===== src/include/clock_select_pkg.sv =====
`default_nettype none
package clock_select_pkg;
   // ----------------------------------------
   // Bus and register map
   // ----------------------------------------
   localparam int AXI_ADDR_W = 8;
   localparam logic [AXI_ADDR_W-1:0] OFF_CTRL = 8'h00;
   localparam logic [AXI_ADDR_W-1:0] OFF_SEL = 8'h04;
   localparam logic [AXI_ADDR_W-1:0] OFF_DIV = 8'h08;
   localparam logic [AXI_ADDR_W-1:0] OFF_FREQ = 8'h0C;
   localparam logic [1:0] RESP_OKAY = 2'h0;
   localparam logic [1:0] RESP_SLVERR = 2'h2;

   // ----------------------------------------
   // Field layout
   // ----------------------------------------
   localparam int SRC_COUNT = 4;
   localparam int SRC_W = 2;
   localparam int PRE_W = 2;
   localparam int CTRL_RDY_LSB = 4;
   localparam int CTRL_EXT_EN_BIT = 2;
   localparam int CTRL_HRC_EN_BIT = 1;
   localparam int SEL_ACT_LSB = 6;
   localparam int SEL_REQ_LSB = 4;
   localparam int SEL_PRE_LSB = 0;

   // ----------------------------------------
   // Reset values and divider constants
   // ----------------------------------------
   localparam logic [7:0] CTRL_RESET = 8'h32;
   localparam logic [7:0] SEL_RESET = 8'h53;
   localparam logic [7:0] DIV_RESET = 8'h02;
   localparam logic [SRC_COUNT-1:0] RDY_RESET = CTRL_RESET[CTRL_RDY_LSB +: SRC_COUNT];
   localparam logic [7:0] DIV_PASS_MAX = 8'h01;
   localparam logic [7:0] PRESCALE_UNIT = 8'h01;
   localparam logic [PRE_W-1:0] PRE_NONE = 2'h0;

   // Nominal source rates in Hz
   localparam logic [31:0] NOM_INT_LOW_HZ = 32'h0000ABE0;   // 44 kHz
   localparam logic [31:0] NOM_EXT_LOW_HZ = 32'h00008000;   // 32.768 kHz
   localparam logic [31:0] NOM_INT_HIGH_HZ = 32'h01E84800;  // 32 MHz
   localparam logic [31:0] NOM_EXT_HIGH_MIN_HZ = 32'h003D0900; // 4 MHz
   localparam logic [31:0] NOM_EXT_HIGH_MAX_HZ = 32'h016E3600; // 24 MHz

   // ----------------------------------------
   // Types
   // ----------------------------------------
   typedef enum logic [SRC_W-1:0] {
      SRC_INT_LOW = 2'h0,
      SRC_INT_HIGH = 2'h1,
      SRC_EXT_LOW = 2'h2,
      SRC_EXT_HIGH = 2'h3
   } src_t;

   typedef struct packed {
      logic ext_osc_enable;
      logic int_high_rc_enable;
   } osc_enable_t;

   typedef struct packed {
      logic [7:0] cnt;
      logic tick;
   } div_state_t;

   typedef struct packed {
      logic awready;
      logic wready;
      logic bvalid;
      logic [1:0] bresp;
      logic arready;
      logic rvalid;
      logic [1:0] rresp;
      logic [31:0] rdata;
      logic aw_held;
      logic w_held;
      logic [AXI_ADDR_W-1:0] aw_addr;
      logic [7:0] w_byte;
      logic w_lane0;
      logic [SRC_COUNT-1:0] rdy_s1;
      logic [SRC_COUNT-1:0] rdy_s2;
      logic [SRC_COUNT-1:0] rdy_s3;
      logic [SRC_COUNT-1:0] rdy;
      logic [SRC_COUNT-1:0] tck_s1;
      logic [SRC_COUNT-1:0] tck_s2;
      logic [SRC_COUNT-1:0] tck_s3;
      logic [SRC_COUNT-1:0] tck;
      logic ext_en;
      logic hrc_en;
      src_t active;
      src_t requested;
      logic [PRE_W-1:0] prescale;
      logic [7:0] cpu_div;
      logic osc_tick;
      logic wdt_tick;
   } top_state_t;

   localparam top_state_t TOP_RESET = '{
      rdy_s1: RDY_RESET,
      rdy_s2: RDY_RESET,
      rdy_s3: RDY_RESET,
      rdy: RDY_RESET,
      ext_en: CTRL_RESET[CTRL_EXT_EN_BIT],
      hrc_en: CTRL_RESET[CTRL_HRC_EN_BIT],
      active: src_t'(SEL_RESET[SEL_ACT_LSB +: SRC_W]),
      requested: src_t'(SEL_RESET[SEL_REQ_LSB +: SRC_W]),
      prescale: SEL_RESET[SEL_PRE_LSB +: PRE_W],
      cpu_div: DIV_RESET,
      default: '0
   };
endpackage : clock_select_pkg
`default_nettype wire


===== src/hdl/clock_tick_divider.sv =====
`timescale 1ns/1ps
`default_nettype none
module clock_tick_divider import clock_select_pkg::*; (
   input wire logic aclk,
   input wire logic aresetn,
   input wire logic tick_in,
   input wire logic [7:0] factor,
   output logic tick_out
);
   div_state_t state_reg;
   div_state_t state_next;

   // Count input ticks, pulse once per factor
   always_comb begin
      state_next = state_reg;
      state_next.tick = 1'b0;
      if (factor <= DIV_PASS_MAX) begin
         state_next.tick = tick_in;
         state_next.cnt = '0;
      end else if (tick_in) begin
         if (state_reg.cnt >= factor - 8'h01) begin
            state_next.cnt = '0;
            state_next.tick = 1'b1;
         end else begin
            state_next.cnt = state_reg.cnt + 8'h01;
         end
      end
   end

   // State register
   always_ff @(posedge aclk) begin
      if (!aresetn) begin
         state_reg <= '0;
      end else begin
         state_reg <= state_next;
      end
   end

   assign tick_out = state_reg.tick;

   // ----------------------------------------
   // Checks
   // ----------------------------------------
   property p_pass_through;
      @(posedge aclk) disable iff (!aresetn)
      (factor <= DIV_PASS_MAX) |-> ##1 (tick_out == $past(tick_in));
   endproperty
   a_pass_through: assert property (p_pass_through) else $error("undivided tick lost");

   property p_divide_hit;
      @(posedge aclk) disable iff (!aresetn)
      (factor > DIV_PASS_MAX && tick_in && state_reg.cnt == factor - 8'h01) |=> tick_out;
   endproperty
   a_divide_hit: assert property (p_divide_hit) else $error("divided tick missing");

   property p_no_spurious;
      @(posedge aclk) disable iff (!aresetn)
      tick_out |-> $past(tick_in);
   endproperty
   a_no_spurious: assert property (p_no_spurious) else $error("tick without input");
endmodule : clock_tick_divider
`default_nettype wire


===== src/hdl/system_clock_select.sv =====
`timescale 1ns/1ps
`default_nettype none
module system_clock_select import clock_select_pkg::*; (
   input wire logic aclk,
   input wire logic aresetn,
   input wire logic [AXI_ADDR_W-1:0] awaddr,
   input wire logic awvalid,
   output logic awready,
   input wire logic [31:0] wdata,
   input wire logic [3:0] wstrb,
   input wire logic wvalid,
   output logic wready,
   output logic [1:0] bresp,
   output logic bvalid,
   input wire logic bready,
   input wire logic [AXI_ADDR_W-1:0] araddr,
   input wire logic arvalid,
   output logic arready,
   output logic [31:0] rdata,
   output logic [1:0] rresp,
   output logic rvalid,
   input wire logic rready,
   input wire logic [SRC_COUNT-1:0] osc_ready_pins,
   input wire logic [SRC_COUNT-1:0] osc_clock_pins,
   output osc_enable_t osc_enables,
   output src_t active_source,
   output logic osc_tick,
   output logic cpu_tick,
   output logic watchdog_tick
);
   // ----------------------------------------
   // State and helpers
   // ----------------------------------------
   top_state_t state_reg;
   top_state_t state_next;
   logic [SRC_COUNT-1:0] tck_edge;
   logic wr_fire;
   logic [7:0] ctrl_byte;
   logic [7:0] sel_byte;
   logic [7:0] pre_factor;
   logic [31:0] freq_hz;
   logic pre_tick;

   // Fast RC prescaler by 1, 2, 4 or 8
   clock_tick_divider u_prescale (
      .aclk(aclk),
      .aresetn(aresetn),
      .tick_in(tck_edge[SRC_INT_HIGH]),
      .factor(pre_factor),
      .tick_out(pre_tick)
   );

   // CPU clock divider on the system clock
   clock_tick_divider u_cpu_div (
      .aclk(aclk),
      .aresetn(aresetn),
      .tick_in(state_reg.osc_tick),
      .factor(state_reg.cpu_div),
      .tick_out(cpu_tick)
   );

   // ----------------------------------------
   // Next state
   // ----------------------------------------
   always_comb begin
      state_next = state_reg;
      wr_fire = state_reg.aw_held && state_reg.w_held && !state_reg.bvalid;
      pre_factor = PRESCALE_UNIT << state_reg.prescale;

      // Pin synchronisers, level moves when stages 2 and 3 agree
      state_next.rdy_s1 = osc_ready_pins;
      state_next.rdy_s2 = state_reg.rdy_s1;
      state_next.rdy_s3 = state_reg.rdy_s2;
      state_next.rdy = (state_reg.rdy_s2 & state_reg.rdy_s3) |
                       (state_reg.rdy & (state_reg.rdy_s2 | state_reg.rdy_s3));
      state_next.tck_s1 = osc_clock_pins;
      state_next.tck_s2 = state_reg.tck_s1;
      state_next.tck_s3 = state_reg.tck_s2;
      state_next.tck = (state_reg.tck_s2 & state_reg.tck_s3) |
                       (state_reg.tck & (state_reg.tck_s2 | state_reg.tck_s3));
      tck_edge = state_next.tck & ~state_reg.tck;

      // Selected source tick, prescaled when fast RC
      if (state_reg.active == SRC_INT_HIGH) begin
         state_next.osc_tick = pre_tick;
      end else begin
         state_next.osc_tick = tck_edge[state_reg.active];
      end
      state_next.wdt_tick = tck_edge[SRC_INT_LOW];

      // Source switch gated by the target ready flag
      if (state_reg.requested != state_reg.active &&
          state_reg.rdy[state_reg.requested]) begin
         state_next.active = state_reg.requested;
      end

      // Register views
      ctrl_byte = '0;
      ctrl_byte[CTRL_RDY_LSB +: SRC_COUNT] = state_reg.rdy;
      ctrl_byte[CTRL_EXT_EN_BIT] = state_reg.ext_en;
      ctrl_byte[CTRL_HRC_EN_BIT] = state_reg.hrc_en;
      sel_byte = '0;
      sel_byte[SEL_ACT_LSB +: SRC_W] = state_reg.active;
      sel_byte[SEL_REQ_LSB +: SRC_W] = state_reg.requested;
      sel_byte[SEL_PRE_LSB +: PRE_W] = state_reg.prescale;

      // Nominal rate of the system clock
      case (state_reg.active)
         SRC_INT_LOW: freq_hz = NOM_INT_LOW_HZ;
         SRC_INT_HIGH: freq_hz = NOM_INT_HIGH_HZ >> state_reg.prescale;
         SRC_EXT_LOW: freq_hz = NOM_EXT_LOW_HZ;
         default: freq_hz = NOM_EXT_HIGH_MAX_HZ;
      endcase

      // Write channels accepted in either order
      if (awvalid && state_reg.awready) begin
         state_next.aw_held = 1'b1;
         state_next.aw_addr = awaddr;
      end
      if (wvalid && state_reg.wready) begin
         state_next.w_held = 1'b1;
         state_next.w_byte = wdata[7:0];
         state_next.w_lane0 = wstrb[0];
      end
      if (state_reg.bvalid && bready) begin
         state_next.bvalid = 1'b0;
      end

      // Register write once address and data are both held
      if (wr_fire) begin
         state_next.aw_held = 1'b0;
         state_next.w_held = 1'b0;
         state_next.bvalid = 1'b1;
         state_next.bresp = RESP_OKAY;
         if (state_reg.aw_addr == OFF_CTRL) begin
            if (state_reg.w_lane0) begin
               state_next.ext_en = state_reg.w_byte[CTRL_EXT_EN_BIT];
               state_next.hrc_en = state_reg.w_byte[CTRL_HRC_EN_BIT];
            end
         end else if (state_reg.aw_addr == OFF_SEL) begin
            if (state_reg.w_lane0) begin
               state_next.requested = src_t'(state_reg.w_byte[SEL_REQ_LSB +: SRC_W]);
               state_next.prescale = state_reg.w_byte[SEL_PRE_LSB +: PRE_W];
            end
         end else if (state_reg.aw_addr == OFF_DIV) begin
            if (state_reg.w_lane0) begin
               state_next.cpu_div = state_reg.w_byte;
            end
         end else if (state_reg.aw_addr == OFF_FREQ) begin
            state_next.bresp = RESP_OKAY; // Read-only, write ignored
         end else begin
            state_next.bresp = RESP_SLVERR;
         end
      end
      state_next.awready = !state_next.aw_held;
      state_next.wready = !state_next.w_held;

      // Read channel, answer on the same edge that takes the address
      if (state_reg.rvalid && rready) begin
         state_next.rvalid = 1'b0;
      end
      if (arvalid && state_reg.arready) begin
         state_next.rvalid = 1'b1;
         state_next.rresp = RESP_OKAY;
         if (araddr == OFF_CTRL) begin
            state_next.rdata = 32'(ctrl_byte);
         end else if (araddr == OFF_SEL) begin
            state_next.rdata = 32'(sel_byte);
         end else if (araddr == OFF_DIV) begin
            state_next.rdata = 32'(state_reg.cpu_div);
         end else if (araddr == OFF_FREQ) begin
            state_next.rdata = freq_hz;
         end else begin
            state_next.rdata = '0;
            state_next.rresp = RESP_SLVERR;
         end
      end
      state_next.arready = !state_next.rvalid;
   end

   // ----------------------------------------
   // State register
   // ----------------------------------------
   always_ff @(posedge aclk) begin
      if (!aresetn) begin
         state_reg <= TOP_RESET;
      end else begin
         state_reg <= state_next;
      end
   end

   // Outputs straight from the state register
   assign awready = state_reg.awready;
   assign wready = state_reg.wready;
   assign bvalid = state_reg.bvalid;
   assign bresp = state_reg.bresp;
   assign arready = state_reg.arready;
   assign rvalid = state_reg.rvalid;
   assign rresp = state_reg.rresp;
   assign rdata = state_reg.rdata;
   assign osc_enables.ext_osc_enable = state_reg.ext_en;
   assign osc_enables.int_high_rc_enable = state_reg.hrc_en;
   assign active_source = state_reg.active;
   assign osc_tick = state_reg.osc_tick;
   assign watchdog_tick = state_reg.wdt_tick;

   // ----------------------------------------
   // Checks
   // ----------------------------------------
   property p_ready_follow;
      @(posedge aclk) disable iff (!aresetn)
      (state_reg.rdy_s2 == state_reg.rdy_s3) |=> (state_reg.rdy == $past(state_reg.rdy_s3));
   endproperty
   a_ready_follow: assert property (p_ready_follow) else $error("ready flag stale");

   property p_ext_enable_write;
      @(posedge aclk) disable iff (!aresetn)
      (wr_fire && state_reg.aw_addr == OFF_CTRL && state_reg.w_lane0) |=>
         (osc_enables.ext_osc_enable == $past(state_reg.w_byte[CTRL_EXT_EN_BIT]));
   endproperty
   a_ext_enable_write: assert property (p_ext_enable_write) else $error("ext enable");

   property p_hrc_enable_write;
      @(posedge aclk) disable iff (!aresetn)
      (wr_fire && state_reg.aw_addr == OFF_CTRL && state_reg.w_lane0) |=>
         (osc_enables.int_high_rc_enable == $past(state_reg.w_byte[CTRL_HRC_EN_BIT]));
   endproperty
   a_hrc_enable_write: assert property (p_hrc_enable_write) else $error("rc enable");

   property p_status_read;
      @(posedge aclk) disable iff (!aresetn)
      (arvalid && arready && araddr == OFF_SEL) |=>
         (rvalid && rdata[SEL_ACT_LSB +: SRC_W] == $past(active_source));
   endproperty
   a_status_read: assert property (p_status_read) else $error("status read wrong");

   property p_switch_needs_ready;
      @(posedge aclk) disable iff (!aresetn)
      (state_next.active != state_reg.active) |-> state_reg.rdy[state_next.active];
   endproperty
   a_switch_needs_ready: assert property (p_switch_needs_ready) else $error("not ready");

   property p_switch_taken;
      @(posedge aclk) disable iff (!aresetn)
      (state_reg.requested != state_reg.active && state_reg.rdy[state_reg.requested]) |=>
         (active_source == $past(state_reg.requested));
   endproperty
   a_switch_taken: assert property (p_switch_taken) else $error("switch missed");

   property p_keep_enables;
      @(posedge aclk) disable iff (!aresetn)
      (state_next.active != state_reg.active && !wr_fire) |=>
         ($stable(osc_enables));
   endproperty
   a_keep_enables: assert property (p_keep_enables) else $error("source stopped");

   property p_prescale_pass;
      @(posedge aclk) disable iff (!aresetn)
      (state_reg.active == SRC_INT_HIGH && state_reg.prescale == PRE_NONE &&
       tck_edge[SRC_INT_HIGH]) ##1 (state_reg.active == SRC_INT_HIGH) |=> osc_tick;
   endproperty
   a_prescale_pass: assert property (p_prescale_pass) else $error("prescale tick");

   property p_wdt_tick;
      @(posedge aclk) disable iff (!aresetn)
      tck_edge[SRC_INT_LOW] |=> watchdog_tick;
   endproperty
   a_wdt_tick: assert property (p_wdt_tick) else $error("watchdog tick lost");

   property p_bvalid_hold;
      @(posedge aclk) disable iff (!aresetn)
      (bvalid && !bready) |=> (bvalid && $stable(bresp));
   endproperty
   a_bvalid_hold: assert property (p_bvalid_hold) else $error("bvalid dropped");

   property p_rvalid_hold;
      @(posedge aclk) disable iff (!aresetn)
      (rvalid && !rready) |=> (rvalid && $stable(rdata) && $stable(rresp));
   endproperty
   a_rvalid_hold: assert property (p_rvalid_hold) else $error("rvalid dropped");

   property p_arready_refuse;
      @(posedge aclk) disable iff (!aresetn)
      rvalid |-> !arready;
   endproperty
   a_arready_refuse: assert property (p_arready_refuse) else $error("read taken while busy");

   property p_ready_read;
      @(posedge aclk) disable iff (!aresetn)
      (arvalid && arready && araddr == OFF_CTRL) |=>
         (rdata[CTRL_RDY_LSB +: SRC_COUNT] == $past(state_reg.rdy));
   endproperty
   a_ready_read: assert property (p_ready_read) else $error("ready flags read wrong");

   property p_request_write;
      @(posedge aclk) disable iff (!aresetn)
      (wr_fire && state_reg.aw_addr == OFF_SEL && state_reg.w_lane0) |=>
         (state_reg.requested == $past(state_reg.w_byte[SEL_REQ_LSB +: SRC_W]));
   endproperty
   a_request_write: assert property (p_request_write) else $error("request lost");

   property p_prescale_write;
      @(posedge aclk) disable iff (!aresetn)
      (wr_fire && state_reg.aw_addr == OFF_SEL && state_reg.w_lane0) |=>
         (state_reg.prescale == $past(state_reg.w_byte[SEL_PRE_LSB +: PRE_W]));
   endproperty
   a_prescale_write: assert property (p_prescale_write) else $error("prescale lost");

   property p_divide_write;
      @(posedge aclk) disable iff (!aresetn)
      (wr_fire && state_reg.aw_addr == OFF_DIV && state_reg.w_lane0) |=>
         (state_reg.cpu_div == $past(state_reg.w_byte));
   endproperty
   a_divide_write: assert property (p_divide_write) else $error("divide lost");

   property p_ext_low_rate;
      @(posedge aclk) disable iff (!aresetn)
      (arvalid && arready && araddr == OFF_FREQ && active_source == SRC_EXT_LOW) |=>
         (rdata == NOM_EXT_LOW_HZ);
   endproperty
   a_ext_low_rate: assert property (p_ext_low_rate) else $error("rate read wrong");

   c_switch_ext_high: cover property (@(posedge aclk) disable iff (!aresetn)
      $changed(active_source) && active_source == SRC_EXT_HIGH);
   c_prescale_eight: cover property (@(posedge aclk) disable iff (!aresetn)
      osc_tick && active_source == SRC_INT_HIGH && state_reg.prescale == 2'h3);
   c_write_resp: cover property (@(posedge aclk) disable iff (!aresetn)
      bvalid && bready);
   c_cpu_divide: cover property (@(posedge aclk) disable iff (!aresetn)
      cpu_tick && state_reg.cpu_div > DIV_RESET);
   c_switch_blocked: cover property (@(posedge aclk) disable iff (!aresetn)
      state_reg.requested != state_reg.active && !state_reg.rdy[state_reg.requested]);
endmodule : system_clock_select
`default_nettype wire


===== config.mk =====
export PLATFORM = sky130hd
export DESIGN_NAME = system_clock_select
export DESIGN_NICKNAME = d
export VERILOG_FILES = /design/src/include/clock_select_pkg.sv /design/src/hdl/clock_tick_divider.sv /design/src/hdl/system_clock_select.sv
export SDC_FILE = /design/constraint.sdc
export NUM_CORES = 1
export LEC_CHECK = 0
export ABC_CLOCK_PERIOD_IN_PS = 3000
export BUFFER_PORTS_ARGS = -buffer_cell sky130_fd_sc_hd__buf_2
export CORE_ASPECT_RATIO = 1.1
export CORE_MARGIN = 5
export CORE_UTILIZATION = 57
export CTS_BUF_LIST = sky130_fd_sc_hd__clkbuf_4
export CTS_CLUSTER_SIZE = 8
export DETAILED_ROUTE_END_ITERATION = 16
export PLACE_DENSITY_LB_ADDON = 0.1
export SETUP_SLACK_MARGIN = 0.02
export SLEW_MARGIN = 20
export SYNTH_ARGS = -nofsm -noshare
export SYNTH_HDL_FRONTEND = slang
export SYNTH_SLANG_ARGS = --single-unit

===== constraint.sdc =====
create_clock -name aclk -period 3 [get_ports aclk]
set_input_delay 0.15 -clock aclk [delete_from_list [all_inputs] [get_ports aclk]]
set_output_delay 0.15 -clock aclk [all_outputs]
set_load 0.02 [all_outputs]

==> reports/qor.csv, run 1 <==
metric;value;unit
status;finished, final reports clean;
area taken by multi-input logic gates;2620;sq um
crit path max fanout;8;
worst skew pair latency;0.52;ns
switch share;26.3;%
max reg flops;39;
initial antenna violation count;1;
crit start category;flip-flop;
Clock transition at path regs;0.12;ns
Root Driver;clkbuf_4;
CP endpoint kind;flip-flop;
post-synthesis cell type count;58;
total grt overflow;0;
placed inst area;5600;sq um
via/cell ratio;5.27;
Post-CTS Setup Repair Bufs;0;
maximum vdd drop;0.372;mV
fin crit share;92.8;%
internal power;2210;uW
Fin. Hold Viols;0;
HP Start;awvalid;
NetSw;786;uW
area grow syn2layout;15.4;%
H-tree depth;4;
hpwl dp;7.70;mm
Slew @ Worst Pin;0.927;ns
vias in the first global route;4139;
pwr/cell area;479;nW/um^2
IO Port Bufs;78;
Synth Flop Type;dfxtp_1;
Initial Util;58.2;%
first-pass GRT wire length;19.2;mm
reg2reg setup slack;0.22;ns
Synth Area per Inst;9.19;sq um
Yosys top cell area share;43.6;%
fill count;777;
IO Count;115;
yosys warns;0;
sequential fraction of design power;54.2;%
CP cell instances;inv_1 -> ha_1 -> inv_1 -> or3_2 -> xor2_1 -> ha_1 -> or4_1 -> a21oi_1 -> o31ai_1 -> buf_4 -> a211oi_1;
TritonCTS buffer count;17;
worst r2r dst;u_cpu_div.state_reg[8];
f_max;0.359;GHz
Finish-stage setup viols;0;
die span in x;103;um
R2R depth;11;
Final Cell Area;6250;sq um
Setup WS pre-CTS;0.198;ns
Synth Cell Area;5410;sq um
ant diodes;0;
fin cells;795;
register area;2360;sq um
Slew Viols, Final;0;
worst setup margin;0.217;ns
Resized cells post-CTS;0;
clk sink count;118;
Leak Pwr;0.00266;uW
Hold Crit Depth;3;
Slew HR;38.1;%
Die Footprint;11500;sq um
clock network fraction of total power;39.4;%
layout cells sized above 1;17.8;%
cell taking the most area after synthesis;dfxtp_1;
Residual DRC;0;
skew final;0.0241;ns
num rows;37;
Post-Syn Instances;589;
pin count of the biggest net entering global routing;43;
#FFs+latches synth;118;
Crit Path Category;flip-flop to flip-flop;
sequential area share after synthesis;43.6;%
routability cong.;0.835;
hold worst-path end;state_reg[68];
GRT Util Overall;20.7;%
top cells by area, synth;dfxtp_1 (44%), buf_4 (5.7%), nand2_1 (5.5%);
RSZ-0062 raised after global routing;false;
via count;4188;
Layout Nets;753;
Synth async-reset ratio;0;%
combinational power share;6.5;%
Crit path required time;3.43;ns
final worst path period need;2.78;ns
CP max stage delay;0.49;ns
Cells after DPL;728;
slowest CP cell;or4_1;
CTS tree;done;
CP Data Arrival Time;3.21;ns
Routed Antenna Nets;0;
final core occ;67.1;%
setup tns final;0;ns
WL final;11.2;mm
Clock Path Buffers;2;
wire length per cell;14.1;um
Core Area;9310;sq um
maxcap violations;0;
FF-to-FF Start;state_reg[3];
DR pass1 iterations;4;
Die H;112;um
EDFF count, synth;0;
initial DRC count;159;
Min-Delay Path Class;primary input to flip-flop;
-- power groups by stage --
stage	Sequential (uW)	Clock (uW)	Combinational [uW]
floorplan	1650	0	117
global placement	1660	0	156
detailed placement	1660	0	160
CTS	1620	1210	193
global route	1630	1280	217
finish	1620	1180	193
-- metal layers --
layer | global-route usage (%) | up-vias | part of all wire [%]
met1 | 26.7 | 1933 | 46
met4 | 6.99 | 2 | 1.5
li1 | - | 2153 | -
met2 | 32.6 | 82 | 47
met5 | 0 | - | 0.16
met3 | 6.46 | 18 | 5.1
-- layout make-up --
cell class	count	share of cell area, %
Clock inverter	15	2.66
Timing Repair Buffer	117	12.3
Multi-Input combinational cell	398	42.0
Clock buffer	17	2.04
Inverter	13	0.781
Tap cell	117	2.34
Sequential cell	118	37.8
-- cells by family after synthesis --
family                   Yosys count  synth area share, %
buffers and inverters             81                 8.46
adder cells (fa/ha/maj)           21                 4.85
XOR/XNOR                          16                 2.59
multiplexers                      23                 4.53
other                              1               0.0693
flip-flops                       118                 43.6
AND/OR/NAND/NOR                  220                 21.0
AO/OA/AOI/OAI                    109                 14.9
-- placed cells by master (no fill, tap or decap), types with 7 or more instances in the layout --
| cell | count |
|---|---|
| dfxtp_1 | 118 |
| nand2_1 | 80 |
| buf_2 | 78 |
| dlygate4sd3_1 | 35 |
| a21boi_0 | 33 |
| and2_1 | 32 |
| nor2_1 | 22 |
| ha_1 | 21 |
| mux2i_1 | 20 |
| nand3_1 | 17 |
| clkbuf_4 | 17 |
| nor2b_1 | 15 |
| o21ai_0 | 14 |
| inv_1 | 13 |
| a211oi_1 | 13 |
| nand2b_1 | 11 |
| o21a_1 | 10 |
| xnor2_1 | 9 |
| a21oi_1 | 9 |
| nand4_1 | 9 |
| conb_1 | 9 |
| nor3_1 | 8 |
| xor2_1 | 7 |
| inv_6 | 7 |
-- metrics by stage --
stage / power (uW) / hold WS (ns)
floorplan: 1770 / 0.251
global placement: 1810 / 0.334
detailed placement: 1820 / 0.337
CTS: 3020 / 0.0213
global route: 3120 / 0.0456
finish: 2990 / 0.0517
-- cells in the mapped netlist, types with 4 or more instances --
| cell type | count |
|---|---|
| a211oi_1 | 13 |
| a21boi_0 | 33 |
| a21oi_1 | 9 |
| and2_1 | 32 |
| buf_4 | 41 |
| clkbuf_1 | 25 |
| dfxtp_1 | 118 |
| ha_1 | 21 |
| inv_1 | 13 |
| mux2i_1 | 20 |
| nand2_1 | 80 |
| nand2b_1 | 11 |
| nand3_1 | 17 |
| nand4_1 | 9 |
| nor2_1 | 22 |
| nor2b_1 | 15 |
| nor3_1 | 8 |
| o211a_1 | 4 |
| o21a_1 | 10 |
| o21ai_0 | 14 |
| xnor2_1 | 9 |
| xor2_1 | 7 |
-- how the worst max path moves through the flow --
stage	from	to	slack [ns]	cells past startpoint
after floorplan	state_reg[2]	u_cpu_div.tick_out	0.41	10
after global placement	state_reg[3]	u_cpu_div.tick_out	0.33	11
after detailed placement	state_reg[3]	u_cpu_div.state_reg[8]	0.20	11
final	state_reg[3]	u_cpu_div.state_reg[8]	0.22	11
after global routing	state_reg[3]	u_cpu_div.state_reg[6]	0.03	11
after CTS	state_reg[3]	u_cpu_div.state_reg[8]	0.20	11
-- repair_timing --
| action | 4_1_cts | 5_1_grt |
|---|---|---|
| hold endpoints to repair | 28 | 0 |
| hold buffers | 35 | 0 |
| endpoints found under the setup margin | 0 | 0 |
-- worst max-delay path, delay by kind of cell, from the launching register on --
kind / cells / cell delay [ns]
AOI/OAI and AO/OA: 3 / 0.55
xor gates and xnor gates: 1 / 0.15
adders and majority gates: 2 / 0.38
buffers and inverters: 3 / 0.34
DFF: 1 / 0.36
and+or+nand+nor: 2 / 0.91
(Power assumes the default switching activity.)
==> run 2, diff against run 1 <==
--- a/config.mk
+++ b/config.mk
@@ -13,6 +13,7 @@
 export CTS_BUF_LIST = sky130_fd_sc_hd__clkbuf_4
 export CTS_CLUSTER_SIZE = 8
 export DETAILED_ROUTE_END_ITERATION = 16
+export MAX_ROUTING_LAYER = met4
 export PLACE_DENSITY_LB_ADDON = 0.1
 export SETUP_SLACK_MARGIN = 0.02
 export SLEW_MARGIN = 20
==> run 2 against run 1 <==
Effect of this change:
- largest cell class unchanged
- first-iteration DRC count up 23%
- sequential share of layout area about the same
- non-clock buffer count is the same
- count of clock-buffer cells in the layout stayed put
- cell count grew 0.13%
- setup slack worse by 0.0086 ns
- design area about the same
- register-to-register slack about the same
- critical endpoint unchanged
==> reports/qor.csv, run 2 (synthesized netlist as in run 1, its figures left out) <==
metric;value;unit
status;finished, final reports clean;
wire length per cell;14.0;um
FF-to-FF Start;state_reg[3];
via/cell ratio;5.25;
pin count of the biggest net entering global routing;43;
reg2reg setup slack;0.21;ns
GRT Util Overall;21.2;%
IO Port Bufs;78;
initial DRC count;196;
Slew Viols, Final;0;
final worst path period need;2.79;ns
Slew HR;38.9;%
num rows;37;
CTS tree;done;
worst skew pair latency;0.51;ns
crit path max fanout;8;
IO Count;115;
Fin. Hold Viols;0;
CP startpoint;state_reg[3];
CP cell instances;inv_1 -> ha_1 -> inv_1 -> or3_2 -> xor2_1 -> ha_1 -> or4_1 -> a21oi_1 -> o31ai_1 -> buf_4 -> a211oi_1;
initial antenna violation count;1;
setup tns final;0;ns
first-pass GRT wire length;19.2;mm
Leak Pwr;0.00266;uW
worst r2r dst;u_cpu_div.state_reg[8];
Post-CTS Setup Repair Bufs;0;
skew final;0.0219;ns
clk sink count;118;
fill count;777;
TritonCTS buffer count;17;
Slew @ Worst Pin;0.915;ns
CP Data Arrival Time;3.21;ns
CP max stage delay;0.49;ns
Finish-stage setup viols;0;
die span in x;103;um
Min-Delay Path Class;primary input to flip-flop;
Die H;112;um
hold worst-path end;state_reg[68];
met3 Usage GRT;6.03;%
slowest CP cell;or4_1;
Core Area;9310;sq um
Crit path required time;3.42;ns
Initial Util;58.2;%
Residual DRC;0;
GR Layer Usage met2;32.6;%
CP endpoint kind;flip-flop;
vias in the first global route;4142;
crit start category;flip-flop;
most frequent cells in the layout;dfxtp_1 (118), nand2_1 (80), buf_2 (78), dlygate4sd3_1 (35), a21boi_0 (33);
via count;4179;
Clock Path Buffers;2;
hpwl dp;7.70;mm
layout cells sized above 1;17.8;%
GRT busiest layer;met2;
fin crit share;93.1;%
DR pass1 iterations;4;
Resized cells post-CTS;0;
WL final;11.2;mm
total grt overflow;0;
Clock transition at path regs;0.12;ns
Hold Crit Depth;3;
Crit Path Category;flip-flop to flip-flop;
HP Start;awvalid;
RSZ-0062 raised after global routing;false;
Layout Nets;753;
routability cong.;0.847;
R2R depth;11;
Routed Antenna Nets;0;
pwr/cell area;479;nW/um^2
maximum vdd drop;0.372;mV
area grow syn2layout;15.4;%
max reg flops;39;
area taken by multi-input logic gates;2620;sq um
Root Driver;clkbuf_4;
final core occ;67.2;%
f_max;0.358;GHz
GR Layer Usage met1;26.8;%
register area;2360;sq um
H-tree depth;4;
Die Footprint;11500;sq um
Post-CTS Hold Buffers;35;
most common cell after layout, fill and taps aside;dfxtp_1;
maxcap violations;0;
run 2: cell types whose count changed in the layout (fill, tap and decap cells not counted):
cell     change
diode_2      +1
run 2: critical path: cells and delay by family (launching register included):
kind	cells	cell delay, ns
AOI/OAI and AO/OA	3	0.55
xor gates and xnor gates	1	0.15
buffers and inverters	3	0.34
and+or+nand+nor	2	0.91
adders and majority gates	2	0.38
DFF	1	0.36
run 2: cell type report:
class / instances / area share (%)
multi-input cells: 398 / 42.0
repair buffers: 117 / 12.3
clock inverters: 15 / 2.66
diodes: 1 / 0.0400
flip-flops and latches: 118 / 37.8
clock buffers: 17 / 2.04
well taps: 117 / 2.34
inverters: 13 / 0.781
run 2: worst max path at each step:
stage,to,cells past startpoint
floorplan,u_cpu_div.tick_out,10
global placement,u_cpu_div.tick_out,11
CTS,u_cpu_div.state_reg[8],11
global route,u_cpu_div.state_reg[6],11
detailed placement,u_cpu_div.state_reg[8],11
finish,u_cpu_div.state_reg[8],11
run 2: stage by stage:
step	setup slack, ns	hold WS [ns]	power (uW)	instance area [sq um]	instances
global route	0.0289	0.0502	3120	6250	796
CTS	0.204	0.0213	3020	6250	795
detailed placement	0.198	0.337	1820	5600	728
global placement	0.326	0.334	1810	5600	728
finish	0.208	0.0613	2990	6250	796
floorplan	0.411	0.251	1770	5440	597
run 2: power by group:
part           internal, uW  total, uW  switching, uW
Clock                   516       1180            659
Sequential             1600       1620           22.1
Combinational          92.3        193            101
Total                  2210       2990            782
run 2: layer usage:
layer | share of wire [%] | up-vias
li1 | - | 2148
met1 | 46 | 1934
met2 | 48 | 84
met3 | 4.9 | 13
met4 | 1.1 | 0
met5 | 0 | -
==> run 3, diff against run 2 <==
--- a/config.mk
+++ b/config.mk
@@ -14,7 +14,7 @@
 export CTS_CLUSTER_SIZE = 8
 export DETAILED_ROUTE_END_ITERATION = 16
 export MAX_ROUTING_LAYER = met4
-export PLACE_DENSITY_LB_ADDON = 0.1
+export PLACE_DENSITY = 0.83
 export SETUP_SLACK_MARGIN = 0.02
 export SLEW_MARGIN = 20
 export SYNTH_ARGS = -nofsm -noshare
==> run 3 against run 2 <==
Effect of this change:
- critical path type unchanged
- non-clock buffer count shrank 3
- power grew 2.1%
- critical path depth shrank 1
- setup slack lost 0.092 ns
- sequential power is essentially flat
- sequential cell count is the same
- via count grew 2.5%
- clock skew shrank 0.0081 ns
- sequential share of layout area is the same
==> reports/qor.csv, run 3 (synthesized netlist as in run 1, its figures left out) <==
metric;value;unit
met2 WL;5.56;mm
WL final;11.3;mm
Die H;112;um
Core Area;9310;sq um
R2R depth;10;
setup tns final;0;ns
maxcap violations;0;
die span in x;103;um
via count;4284;
via/cell ratio;5.42;
ant diodes;0;
first-pass GRT wire length;19.2;mm
crit path max fanout;8;
worst r2r dst;u_cpu_div.state_reg[2];
final worst path period need;2.88;ns
Finish-stage setup viols;0;
area grow syn2layout;15.4;%
Clock transition at path regs;0.10;ns
CP endpoint kind;flip-flop;
Crit path required time;3.34;ns
skew final;0.0138;ns
Crit Path Category;flip-flop to flip-flop;
reg2reg setup slack;0.12;ns
final core occ;67.2;%
Leak Pwr;0.00265;uW
total grt overflow;0;
CP startpoint;state_reg[2];
hpwl dp;7.61;mm
max reg flops;39;
DR pass1 iterations;5;
num rows;37;
most common cell after layout, fill and taps aside;dfxtp_1;
Min-Delay Path Class;primary input to flip-flop;
worst skew pair latency;0.49;ns
f_max;0.347;GHz
vias in the first global route;4161;
Slew HR;39.8;%
Hold Crit Depth;3;
H-tree depth;4;
Post-CTS Setup Repair Bufs;0;
Clock Path Buffers;2;
IO Count;115;
Routed Antenna Nets;0;
met3 WL post-DR;661;um
layout cells sized above 1;17.5;%
initial DRC count;202;
status;finished, final reports clean;
CP endpoint;u_cpu_div.state_reg[2];
TritonCTS buffer count;17;
pin count of the biggest net entering global routing;73;
routability cong.;0.873;
initial antenna violation count;0;
Residual DRC;0;
maximum vdd drop;0.425;mV
Fin. Hold Viols;0;
fill count;708;
IO Port Bufs;78;
Slew Viols, Final;0;
fin crit share;96.1;%
wire length per cell;14.3;um
wl on met1;4.95;mm
clk sink count;118;
Initial Util;58.2;%
most frequent cells in the layout;dfxtp_1 (118), nand2_1 (80), buf_2 (78), dlygate4sd3_1 (34), a21boi_0 (33);
CP Data Arrival Time;3.22;ns
pwr/cell area;488;nW/um^2
GRT Util Overall;21.0;%
FF-to-FF Start;state_reg[2];
Layout Nets;750;
crit start category;flip-flop;
DR top layer;met4;
Root Driver;clkbuf_4;
CTS tree;done;
Die Footprint;11500;sq um
Slew @ Worst Pin;0.900;ns
Tot Pwr;3050;uW
## run 3: cell types whose count changed in the layout (fill, tap and decap cells not counted)
cell           previous run  this run
buf_4                     4         2
a21oi_2                   0         1
bufinv_16                 2         4
dlygate4sd3_1            35        34
o31ai_2                   0         1
a21oi_1                   9         8
diode_2                   1         0
inv_8                     1         0
clkinv_1                  1         3
clkinvlp_4                1         3
inv_6                     7         0
clkinv_4                  2         3
o31ai_1                   3         2
## run 3: report_power, final
group / internal, uW / switching [uW] / total [uW] / leakage [uW]
clock: 650 / 587 / 1240 / 0.000156
combinational: 91.8 / 102 / 193 / 0.00153
sequential: 1600 / 22.2 / 1620 / 0.000958
## run 3: layout make-up
cell class / instances / area (sq um) / area share, %
clock buffer: 17 / 128 / 2.04
sequential: 118 / 2360 / 37.8
tap: 117 / 146 / 2.34
inverter: 13 / 48.8 / 0.781
timing repair buffer: 114 / 746 / 11.9
clock inverter: 14 / 185 / 2.96
multi-input combinational: 398 / 2630 / 42.1
## run 3: per-layer routing
layer / global-route usage, % / vias up
li1: - / 2142
met5: - / -
met4: 6.99 / 0
met3: 5.16 / 14
met2: 33.1 / 129
met1: 26.3 / 1999
## run 3: how the worst min path moves through the flow
| stage | from | to | slack [ns] |
|---|---|---|---|
| final | awvalid | state_reg[64] | 0.03 |
| after detailed placement | osc_ready_pins[0] | state_next[42] | 0.34 |
| after CTS | awvalid | state_reg[64] | 0.004 |
| after floorplan | osc_ready_pins[0] | state_next[42] | 0.25 |
| after global routing | awvalid | state_reg[64] | 0.009 |
| after global placement | osc_ready_pins[0] | state_next[42] | 0.33 |
## run 3: repair_timing
item,CTS,global route
endpoints found under the hold margin,33,0
resized for setup,1,1
setup endpoints to repair,6,6
gates cloned,0,0
hold buffers,34,0
## run 3: critical path, cell delays in order, from the launching register on
cell and delay [ns]:
dfxtp_1 0.38, inv_1 0.11, ha_1 0.22, inv_1 0.08, or3_2 0.43, xor2_1 0.18, ha_1 0.29, o21a_1 0.13
a21oi_1 0.10, o31ai_2 0.62, o32ai_1 0.18
## run 3: stage by stage
step           worst slack, ns  std cells  cell area, sq um  hold WS (ns)
3_5_place_dp           -0.0199        726              5590         0.339
3_3_place_gp             0.163        726              5590         0.332
5_1_grt                -0.0162        791              6250       0.00876
4_1_cts                  0.131        791              6240       0.00381
6_report                 0.116        791              6250        0.0316
2_1_floorplan            0.411        597              5440         0.251
